File: config.mk
export PLATFORM = sky130hd
export DESIGN_NAME = sram_host
export DESIGN_NICKNAME = d
export VERILOG_FILES = /design/src/verilog/sram_host_pkg.sv /design/src/verilog/cycle_timer.sv /design/src/verilog/sram_host.sv
export VERILOG_INCLUDE_DIRS = /design/src /design/src/verilog
export SDC_FILE = /design/constraint.sdc
export NUM_CORES = 1
export LEC_CHECK = 0
export BUFFER_PORTS_ARGS = -buffer_cell sky130_fd_sc_hd__buf_2
export CORE_MARGIN = 1
export CORE_UTILIZATION = 30
export CTS_BUF_LIST = sky130_fd_sc_hd__clkbuf_8
export CTS_CLUSTER_DIAMETER = 60
export DETAILED_ROUTE_END_ITERATION = 16
export PLACE_DENSITY = 0.62
export SLEW_MARGIN = 20
export SYNTH_ARGS = -nofsm -noshare
export SYNTH_HDL_FRONTEND = slang
export SYNTH_SLANG_ARGS = --single-unit
File: constraint.sdc
create_clock -name clock -period 1.6 [get_ports clock]
set_clock_uncertainty 0.15 [all_clocks]
set_input_delay 0.32 -clock clock [delete_from_list [all_inputs] [get_ports clock]]
set_output_delay 0.32 -clock clock [all_outputs]
set_load 0.1 [all_outputs]
File: src/verilog/sram_host_params.svh
`ifndef SRAM_HOST_PARAMS_SVH
`define SRAM_HOST_PARAMS_SVH

// Timing figures in ns, slow grade as the safe default
`define WRITE_WINDOW_WIDTH_NS      50
`define SELECT_TO_WRITE_END_NS     60
`define ADDRESS_LEAD_TO_WRITE_NS   0
`define WRITE_RECOVERY_GAP_NS      0
`define DESELECT_TO_RETENTION_NS   0
`define READ_ACCESS_NS             70
`define RELEASE_DELAY_NS           25
`define CLOCK_PERIOD_NS            40

// Least times round up to whole cycles, never below one
`define CYCLES_UP(ns) ((((ns) + `CLOCK_PERIOD_NS - 1) / `CLOCK_PERIOD_NS) < 1 ? 1 : \
	(((ns) + `CLOCK_PERIOD_NS - 1) / `CLOCK_PERIOD_NS))

`define WRITE_WINDOW_CYCLES  `CYCLES_UP(`SELECT_TO_WRITE_END_NS)
`define READ_ACCESS_CYCLES   `CYCLES_UP(`READ_ACCESS_NS)
`define RELEASE_CYCLES       `CYCLES_UP(`RELEASE_DELAY_NS)

`endif

File: src/verilog/sram_host_pkg.sv
package sram_host_pkg;
	typedef enum logic [2:0] {
		IDLE    = 3'b000,
		SETUP   = 3'b001,
		WINDOW  = 3'b010,
		RECOVER = 3'b011,
		READ    = 3'b100,
		RELEASE = 3'b101,
		RETAIN  = 3'b110
	} host_state_t;
endpackage

File: src/verilog/cycle_timer.sv
`timescale 1ns/100ps
module cycle_timer #(
	parameter int WIDTH = 4
) (
	input  wire logic             clock,
	input  wire logic             rst,
	input  wire logic             load,
	input  wire logic [WIDTH-1:0] count,
	output logic                  done
);
	logic [WIDTH-1:0] remaining;

	// A zero-width counter cannot time anything
	if (WIDTH < 1) begin : g_bad_width
		$error("cycle_timer needs a width of at least one bit");
	end

	// Counts down from the loaded value; done while zero
	always_ff @(posedge clock) begin
		if (rst) begin
			remaining <= '0;
		end else if (load) begin
			remaining <= count;
		end else if (remaining != '0) begin
			remaining <= remaining - 1'b1;
		end
	end

	assign done = (remaining == '0);
endmodule

File: src/verilog/sram_host.sv
`timescale 1ns/100ps
`include "sram_host_params.svh"
module sram_host #(
	parameter int ADDR_WIDTH = 18,
	parameter int DATA_WIDTH = 16
) (
	input  wire logic                  clock,
	input  wire logic                  rst,
	input  wire logic                  reqValid,
	input  wire logic                  reqWrite,
	input  wire logic [1:0]            reqLanes,
	input  wire logic [ADDR_WIDTH-1:0] reqAddress,
	input  wire logic [DATA_WIDTH-1:0] reqData,
	input  wire logic                  retainRequest,
	output logic                       reqReady,
	output logic                       readValid,
	output logic [DATA_WIDTH-1:0]      readData,
	output logic                       retainActive,
	output logic [ADDR_WIDTH-1:0]      word_address,
	output logic                       select_active_low,
	output logic                       select_active_high,
	output logic                       writeStrobe_n,
	output logic                       outputGate_n,
	output logic                       low_lane_select_n,
	output logic                       high_lane_select_n,
	input  wire logic [DATA_WIDTH-1:0] shared_data_bus_in,
	output logic [DATA_WIDTH-1:0]      shared_data_bus_out,
	output logic [DATA_WIDTH-1:0]      shared_data_bus_oe
);
	import sram_host_pkg::*;

	localparam int TW = 4;

	// Pin map and lane split are built for these widths; timer must hold the write window and read access counts
	if (ADDR_WIDTH != 18 || DATA_WIDTH != 16 || `WRITE_WINDOW_CYCLES > (1 << TW)
		|| `READ_ACCESS_CYCLES > (1 << TW)) begin : g_bad_config
		$error("sram_host serves an 18-bit address and 16-bit data only");
	end

	host_state_t      state;
	logic             timerLoad;
	logic [TW-1:0]    timerCount;
	logic             timerDone;
	logic             opWrite;
	logic [1:0]       opLanes;

	// Spreads lane selects into a per-line enable mask
	function automatic logic [DATA_WIDTH-1:0] laneMask(input logic [1:0] lanes);
		laneMask = {{(DATA_WIDTH/2){lanes[1]}}, {(DATA_WIDTH/2){lanes[0]}}};
	endfunction

	cycle_timer #(.WIDTH(TW)) timer (
		.clock (clock),
		.rst   (rst),
		.load  (timerLoad),
		.count (timerCount),
		.done  (timerDone)
	);

	// Sequencer: one access at a time, no refresh ever needed
	always_ff @(posedge clock) begin
		if (rst) begin
			state <= IDLE;
			opWrite <= 1'b0;
			opLanes <= 2'b00;
		end else begin
			case (state)
				IDLE: begin
					if (retainRequest) begin
						state <= RETAIN;
					end else if (reqValid && reqLanes != 2'b00) begin
						opWrite <= reqWrite;
						opLanes <= reqLanes;
						state <= SETUP;
					end
				end
				SETUP: begin
					state <= opWrite ? WINDOW : READ;
				end
				WINDOW: begin
					if (timerDone) begin
						state <= RECOVER;
					end
				end
				RECOVER: begin
					state <= IDLE;
				end
				READ: begin
					if (timerDone) begin
						state <= RELEASE;
					end
				end
				RELEASE: begin
					if (timerDone) begin
						state <= IDLE;
					end
				end
				RETAIN: begin
					if (!retainRequest) begin
						state <= IDLE;
					end
				end
				default: begin
					state <= IDLE;
				end
			endcase
		end
	end

	// Timer loads on entry to each timed phase
	always_comb begin
		timerLoad = 1'b0;
		timerCount = '0;
		if (state == SETUP) begin
			timerLoad = 1'b1;
			timerCount = opWrite ? TW'(`WRITE_WINDOW_CYCLES - 1)
				: TW'(`READ_ACCESS_CYCLES - 1);
		end else if (state == READ && timerDone) begin
			timerLoad = 1'b1;
			timerCount = TW'(`RELEASE_CYCLES - 1);
		end
	end

	// Address and write data latched once, so they stay put across the window
	always_ff @(posedge clock) begin
		if (rst) begin
			word_address <= '0;
			shared_data_bus_out <= '0;
		end else if (state == IDLE && reqValid && !retainRequest) begin
			word_address <= reqAddress;
			shared_data_bus_out <= reqData;
		end
	end

	// Pin controls; selects drop only on the edge after the window ends
	always_ff @(posedge clock) begin
		if (rst) begin
			select_active_low <= 1'b1;
			select_active_high <= 1'b0;
			writeStrobe_n <= 1'b1;
			outputGate_n <= 1'b1;
			low_lane_select_n <= 1'b1;
			high_lane_select_n <= 1'b1;
			shared_data_bus_oe <= '0;
		end else begin
			select_active_low <= !(state == SETUP || state == WINDOW || state == READ);
			// High select held at a full low level in retention
			select_active_high <= (state == SETUP || state == WINDOW || state == READ);
			writeStrobe_n <= !(state == SETUP && opWrite) && !(state == WINDOW && !timerDone);
			outputGate_n <= !(state == SETUP && !opWrite) && !(state == READ);
			low_lane_select_n <= !((state == SETUP || state == WINDOW || state == READ)
				&& opLanes[0]);
			high_lane_select_n <= !((state == SETUP || state == WINDOW || state == READ)
				&& opLanes[1]);
			// Drive only the chosen lanes while writing; device drives on reads
			if (state == SETUP && opWrite) begin
				shared_data_bus_oe <= laneMask(opLanes);
			end else if (state == WINDOW && timerDone) begin
				shared_data_bus_oe <= '0;
			end else if (state != WINDOW) begin
				shared_data_bus_oe <= '0;
			end
		end
	end

	// Read capture at the end of the access time, unused lane reads zero
	always_ff @(posedge clock) begin
		if (rst) begin
			readValid <= 1'b0;
			readData <= '0;
		end else begin
			readValid <= (state == READ && timerDone);
			if (state == READ && timerDone) begin
				readData <= shared_data_bus_in & laneMask(opLanes);
			end
		end
	end

	// Handshake outputs
	always_ff @(posedge clock) begin
		if (rst) begin
			reqReady <= 1'b0;
			retainActive <= 1'b0;
		end else begin
			reqReady <= (state == IDLE) && !(reqValid && !retainRequest && reqLanes != 2'b00);
			retainActive <= (state == RETAIN);
		end
	end
endmodule

==> run_results.csv, run 1 <==
group,metric,value,unit
run_status,outcome,"finished with violations",
run_status,failed_checks,"negative setup slack",
clock_network,clockBufferDepth,2,
sta,setup_ws,-21.5,ps
logic_synthesis,yosysWarnings,0,
logic_synthesis,yosysTopAreaCell,"dfxtp_1",
cells_and_area,final_cells,570,
logic_synthesis,synthesis.nets,372,
die,core.rowCount,35,
logic_synthesis,yosysUniqueCellTypes,43,
cells_and_area,nFillCells,923,
cells_and_area,drive_above_1_share,47.6,%
die,die_h,100,microns
power_and_ir_drop,finalPower,0.00719,W
setup_path,reg2reg_depth,7,
worst_hold_path,hold_depth,2,
grt,grt_overflow,0,
cells_and_area,area_growth,50.6,%
die,io_pins,132,
logic_synthesis,syn_area,2900,sq um
sta,hold_violations,0,
clock_network,clk_pin_slew,80,ps
route,wl,8560,microns
setup_path,crit_type,"reg -> reg",
power_and_ir_drop,ir_drop,653,uV
die,core_area,9330,sq um
grt,grt_start_max_net_pins,37,
sta,maxSlewViolCount,0,
sta,fin_crit_sh,101,%
route,viasPerCell,5.00,
clock_network,insertion_delay,340,ps
route,antenna_left,0,
sta,setup_viol,14,
die,die-area,10100,sq um
run,cap_violations,0,
clock_network,tritoncts,"done",
power_and_ir_drop,pwr_density_cell,1640,nW/um^2
grt,grt_pass1_vias,2752,
cells_and_area,design_area,4370,sq um
setup_path,worst_ep_required_time,1680,ps
route,drt_iter0_markers,171,
logic_synthesis,synth_area_leaders,"dfxtp_1, nand4_1, a21oi_1, o21ai_0, a22o_2",
die,die_w,100,microns
sta,slew-limit-headroom,66.3,%
logic_synthesis,ys.flop_type,"dfxtp_1",
placement,dpl_cell_area,3950,sq um
logic_synthesis,synth-edff-count,0,
setup_path,startpoint_type,"flip-flop",
power_and_ir_drop,p_leak,1.80,nW
logic_synthesis,synth_seq_area_share,49.0,%
cells_and_area,final_net_count,495,
die,start_util,31.1,%
grt,antenna_found_initial,0,
placement,gp_congestion,0.795,
sta,hold_slack,37.0,ps
placement,dp_hpwl,5810,microns
worst_hold_path,hp-class,"in -> reg",
clock_network,clkSinkCount,71,
sta,rsz0062_at_grt,"true",
cells_and_area,layout.area.seq,1430,sq um
logic_synthesis,syn_area_per_cell,9.27,sq um
sta,max_freq,0.617,GHz
sta,fin_crit,1620,ps
grt,grt_usage,17.2,%
logic_synthesis,synthDominantCellAreaShare,49.0,%
route,vias,2850,
clock_network,numCtsBuffers,9,
route,drc,0,
placement,dp_cells,550,
cells_and_area,n_antenna_cell,0,
worst_hold_path,holdCritStartpoint,"shared_data_bus_in[12]",
logic_synthesis,ys_ff_latch,71,
sta,tightestPinTransition,509,ps
cells_and_area,multi_input_area,1300,sq um
logic_synthesis,synthArstFlopShare,0,%
placement,io_buffers,131,
setup_path,setup.worst_path.end_class,"flip-flop",
clock_network,cts_root_buffer,"clkbuf_8",
setup_path,crit_start,"timer.remaining[0]",
route,wl_per_cell,15.0,microns
clock_network,htreeDepth,3,
logic_synthesis,synth_cells,313,
setup_path,path_max_fanout,8,
route,drt_pre_antenna_iters,4,
setup_path,critPathArrivalTime,1700,ps
grt,grt_pass1_wl,13600,microns
setup_path,r2r-start,"timer.remaining[0]",
==> final timing paths <==
check	endpoint	slack, ps
min reg2reg	low_lane_select_n	300
min	readData[12]	40
max reg2reg	readData[2]	-20
max	readData[2]	-20
==> flip-flops by register name (all words and copies together), names as in the netlist <==
name                 cells
high_lane_select_n       1
low_lane_select_n        1
opLanes                  2
opWrite                  1
outputGate_n             1
readData                16
readValid                1
reqReady                 1
retainActive             1
select_active_high       1
select_active_low        1
shared_data_bus_oe       2
shared_data_bus_out     16
state                    3
timer.remaining          4
word_address            18
writeStrobe_n            1
==> metrics by stage <==
stage	setup slack, ps	setup TNS (ps)	util, %
global route	-73.7	-1070	46.9
floorplan	-47.1	-367	-
finish	-21.5	-148	46.9
global placement	24.0	0	42.3
detailed placement	-76.7	-1170	42.3
CTS	-1.60	-1.60	45.4
==> synthesized netlist by cell type (all sizes together), types with 2 or more instances <==
library cell / n
a21o: 2
a21oi: 40
a22o: 17
and3: 3
buf: 27
clkbuf: 19
dfxtp: 71
ha: 2
inv: 7
nand2: 6
nand2b: 6
nand3: 5
nand4: 37
nor2: 5
nor3: 4
nor3b: 2
nor4: 3
nor4b: 2
o21ai: 36
xnor2: 3
==> what timing repair did <==
item | 4_1_cts | 5_1_grt
hold endpoints to repair | 0 | 0
gates cloned | 1 | 0
resized for setup | 18 | 55
setup buffers | 3 | 1
setup endpoints to repair | 41 | 72
pin swaps | 1 | 3
hold buffers | 0 | 0
==> power by group <==
group	switching, W	internal, W	leakage, nW
clock	0.000706	0.000718	0.0875
combinational	0.00248	0.00112	1.13
sequential	0.000162	0.00201	0.580
==> cells in the final DEF, fill, tap and decap left out, types with 2 or more instances in the layout <==
| cell type | synthesis | final |
|---|---|---|
| xnor2_1 | 3 | 3 |
| nand2b_1 | 6 | 6 |
| a21o_1 | 2 | 2 |
| nor4_1 | 3 | 3 |
| buf_6 | 1 | 2 |
| a31oi_4 | 0 | 2 |
| inv_1 | 6 | 4 |
| nor3_1 | 4 | 4 |
| nor2_1 | 5 | 4 |
| buf_12 | 0 | 19 |
| nand2_1 | 6 | 6 |
| o21ai_1 | 0 | 8 |
| dfxtp_1 | 71 | 66 |
| a22o_4 | 0 | 3 |
| a22o_1 | 3 | 3 |
| buf_2 | 8 | 68 |
| dfxtp_4 | 0 | 2 |
| nand4_1 | 37 | 37 |
| clkbuf_8 | 0 | 9 |
| clkbuf_4 | 0 | 41 |
| o21ai_0 | 36 | 28 |
| a21oi_1 | 40 | 40 |
| and3_4 | 0 | 2 |
| clkinvlp_4 | 0 | 4 |
| buf_4 | 16 | 27 |
| a22o_2 | 14 | 11 |
| inv_2 | 1 | 2 |
| dfxtp_2 | 0 | 3 |
| nand3_1 | 5 | 5 |
==> layout make-up <==
type	instances	area share (%)
flip-flops and latches	71	32.8
multi-input cells	190	29.7
repair buffers	157	28.7
well taps	129	3.69
clock buffers	9	2.83
clock inverters	7	1.69
inverters	7	0.658
==> worst max-delay path: stages (launching register included) <==
cell	delay, ps
dfxtp_2	360
inv_4	50
ha_4	150
nor3b_4	150
buf_6	130
buf_6	120
and3_4	190
a22o_2	210
==> cell families after synthesis <==
logic type,count (synthesis),share of synthesized area [%]
AOI/OAI and AO/OA,105,22.5
xor gates and xnor gates,3,0.905
adders and majority gates,3,1.21
buffers and inverters,53,9.66
DFF,71,49.0
muxes,1,0.345
and+or+nand+nor,77,16.4
==> layer usage <==
metal  wire [microns]  vias to the layer above  share of wire (%)  global-route usage (%)
met4              200                        0                2.3                    7.58
met2             4110                      108                 48                    28.5
met3              534                       20                6.2                    4.67
met5                0                        -                  0                       0
met1             3710                     1334                 43                    21.0
li1                 -                     1388                  -                       -
Power figures use the tool's default switching activity.
==> run 2, diff against run 1 <==
- PLACE_DENSITY: 0.62 -> 0.63
- SYNTH_HIERARCHICAL: not set -> 1
==> run_results.csv, run 2 <==
group,metric,value,unit
logic_synthesis,ys.flop_type,"dfxtp_1",
die,die_w,97.4,microns
grt,grt_usage,14.8,%
setup_path,cp_top_family,"simple AND/OR/NAND/NOR gates",
cells_and_area,final_cell_mix,"nand2_1, buf_2, dfxtp_1",
setup_path,crit_slowest_cell,"dfxtp_2",
placement,gp_congestion,0.791,
route,drt_pre_antenna_iters,4,
route,drc,0,
power_and_ir_drop,ir_drop,799,uV
worst_hold_path,holdCritStartpoint,"shared_data_bus_in[2]",
clock_network,insertion_delay,340,ps
sta,slew-limit-headroom,60.7,%
logic_synthesis,syn_area_per_cell,8.84,sq um
worst_hold_path,hp-class,"in -> reg",
cells_and_area,final_cells,553,
run_status,outcome,"finished with violations",
grt,grt_pass1_vias,2483,
sta,max_freq,0.583,GHz
setup_path,crit_start,"timer/remaining[1]",
die,core.rowCount,34,
clock_network,clockBufferDepth,2,
grt,grt_pass1_wl,11200,microns
logic_synthesis,synth_seq_area_share,52.1,%
grt,grt_start_max_net_pins,32,
logic_synthesis,synth.area.mux_share,0.779,%
sta,maxSlewViolCount,0,
route,viasPerCell,4.60,
clock_network,holdBufCountCts,0,
cells_and_area,regMostFlops,"word_address",
clock_network,cts_root_buffer,"clkbuf_8",
setup_path,worst_ep_required_time,1670,ps
setup_path,cp_num_buf_inv,2,
setup_path,critPathArrivalTime,1780,ps
logic_synthesis,synthDominantCellAreaShare,52.1,%
cells_and_area,area_growth,51.3,%
logic_synthesis,yosysMostFrequentCell,"nand2_1",
setup_path,startpoint_type,"flip-flop",
cells_and_area,nFillCells,830,
clock_network,clkSinkCount,71,
setup_path,crit_path_max_incr_delay,320,ps
power_and_ir_drop,p_leak,1.76,nW
clock_network,htreeDepth,3,
route,wl,6910,microns
logic_synthesis,synth-simple-area-share,20.3,%
placement,dp_hpwl,4960,microns
placement,io_buffers,131,
setup_path,path_max_fanout,6,
route,drt_iter0_markers,57,
die,core_area,8760,sq um
die,die_h,97.4,microns
logic_synthesis,synth-edff-count,0,
setup_path,setup.worst_path.end_class,"flip-flop",
logic_synthesis,synthXorXnorAreaFrac,0.962,%
logic_synthesis,synthArstFlopShare,0,%
route,wl_per_cell,12.5,microns
sta,rsz0062_at_grt,"true",
clock_network,clk_pin_slew,70,ps
placement,pre_cts_ws,-179,ps
logic_synthesis,yosysUniqueCellTypes,42,
cells_and_area,top_regs,"word_address (18), readData (16), shared_data_bus_out (16)",
setup_path,r2r-start,"timer/remaining[1]",
sta,fin_crit,1710,ps
grt,antenna_found_initial,0,
cells_and_area,n_antenna_cell,0,
logic_synthesis,yosysWarnings,6,
route,antenna_left,0,
setup_path,worstPathCellList,"inv_2 -> ha_4 -> nor3b_4 -> nand3b_1 -> buf_4 -> a21oi_4 -> or2_4 -> o32ai_2",
sta,tightestPinTransition,584,ps
logic_synthesis,synth_cells,309,
die,io_pins,132,
logic_synthesis,syn_area,2730,sq um
setup_path,crit_type,"reg -> reg",
sta,fin_crit_sh,107,%
clock_network,numCtsBuffers,9,
sta,setup_ws,-114,ps
logic_synthesis,yosysTopAreaCell,"dfxtp_1",
run,cap_violations,0,
logic_synthesis,synth_area_leaders,"dfxtp_1, nand2_1, a21oi_1, a22o_1, buf_4",
logic_synthesis,synthTopCellsByCount,"nand2_1, dfxtp_1, a21oi_1, a22o_1, buf_4",
grt,grt_overflow,0,
cells_and_area,final_net_count,499,
cells_and_area,largest_register_ffs,18,
cells_and_area,drive_above_1_share,43.6,%
die,die-area,9490,sq um
sta,setup_viol,20,
logic_synthesis,synth-compound-area-share,16.5,%
cells_and_area,layout_commonest_cell,"nand2_1",
placement,dp_cells,536,
route,vias,2546,
power_and_ir_drop,pwr_density_cell,1580,nW/um^2
logic_synthesis,ys_ff_latch,71,
run_status,failed_checks,"negative setup slack",
clock_network,tritoncts,"done",
logic_synthesis,synth_top_family_by_area,"simple AND/OR/NAND/NOR gates",
die,start_util,31.2,%
sta,hold_violations,0,
logic_synthesis,synth_fa_ha_area_share,0.825,%
run 2: worst paths after layout:
path	endpoint	depth (start not counted)	slack, ps
setup reg to reg	timer/remaining[3]	8	-110
hold / removal	readData[2]	2	40
setup / recovery	timer/remaining[3]	8	-110
hold reg to reg	word_address[13]	2	300
run 2: kinds of logic after synthesis:
kind of cell	after synthesis
flops	71
xor+xnor	3
simple gates	120
buf+inv	37
fa+ha+maj	2
mux	2
compound gates	73
other cells	1
run 2: layer usage:
layer  vias up  track usage (%)  wire, microns
li1       1279                -              -
met1      1156             15.5           2850
met2       103             26.0           3380
met3         8             5.97            564
met4         0             6.11            118
met5         -                0              0
run 2: through the flow:
| stage | utilization [%] | instance area, sq um | power [W] | hold WS, ps | TNS (ps) |
|---|---|---|---|---|---|
| 2_1_floorplan | - | 2780 | 0.00429 | 226 | -3170 |
| 3_3_place_gp | 42.7 | 3740 | 0.00486 | 289 | -1620 |
| 3_5_place_dp | 42.7 | 3740 | 0.00491 | 286 | -2930 |
| 4_1_cts | 46.0 | 4040 | 0.00652 | 21.8 | -1470 |
| 5_1_grt | 47.1 | 4130 | 0.00686 | 15.0 | -3500 |
| 6_report | 47.1 | 4130 | 0.00651 | 35.0 | -1710 |
run 2: cell type report:
type	instances	area [sq um]	area share, %
clock buffer	11	151	3.67
tap	108	135	3.27
clock inverter	4	53.8	1.30
timing repair buffer	152	1190	28.8
inverter	4	15.0	0.364
multi-input combinational	203	1150	27.8
sequential	71	1440	34.8
run 2: where the power goes:
| group | internal (W) | switching, W |
|---|---|---|
| combinational | 0.000909 | 0.00197 |
| sequential | 0.00202 | 0.000167 |
| clock | 0.000802 | 0.000652 |
run 2: what timing repair did:
item                                    in CTS  in global routing
pin swaps                                    8                 13
resized for setup                           27                 35
buffers inserted                             1                  1
hold endpoints to repair                     0                  0
endpoints found under the setup margin      84                 68
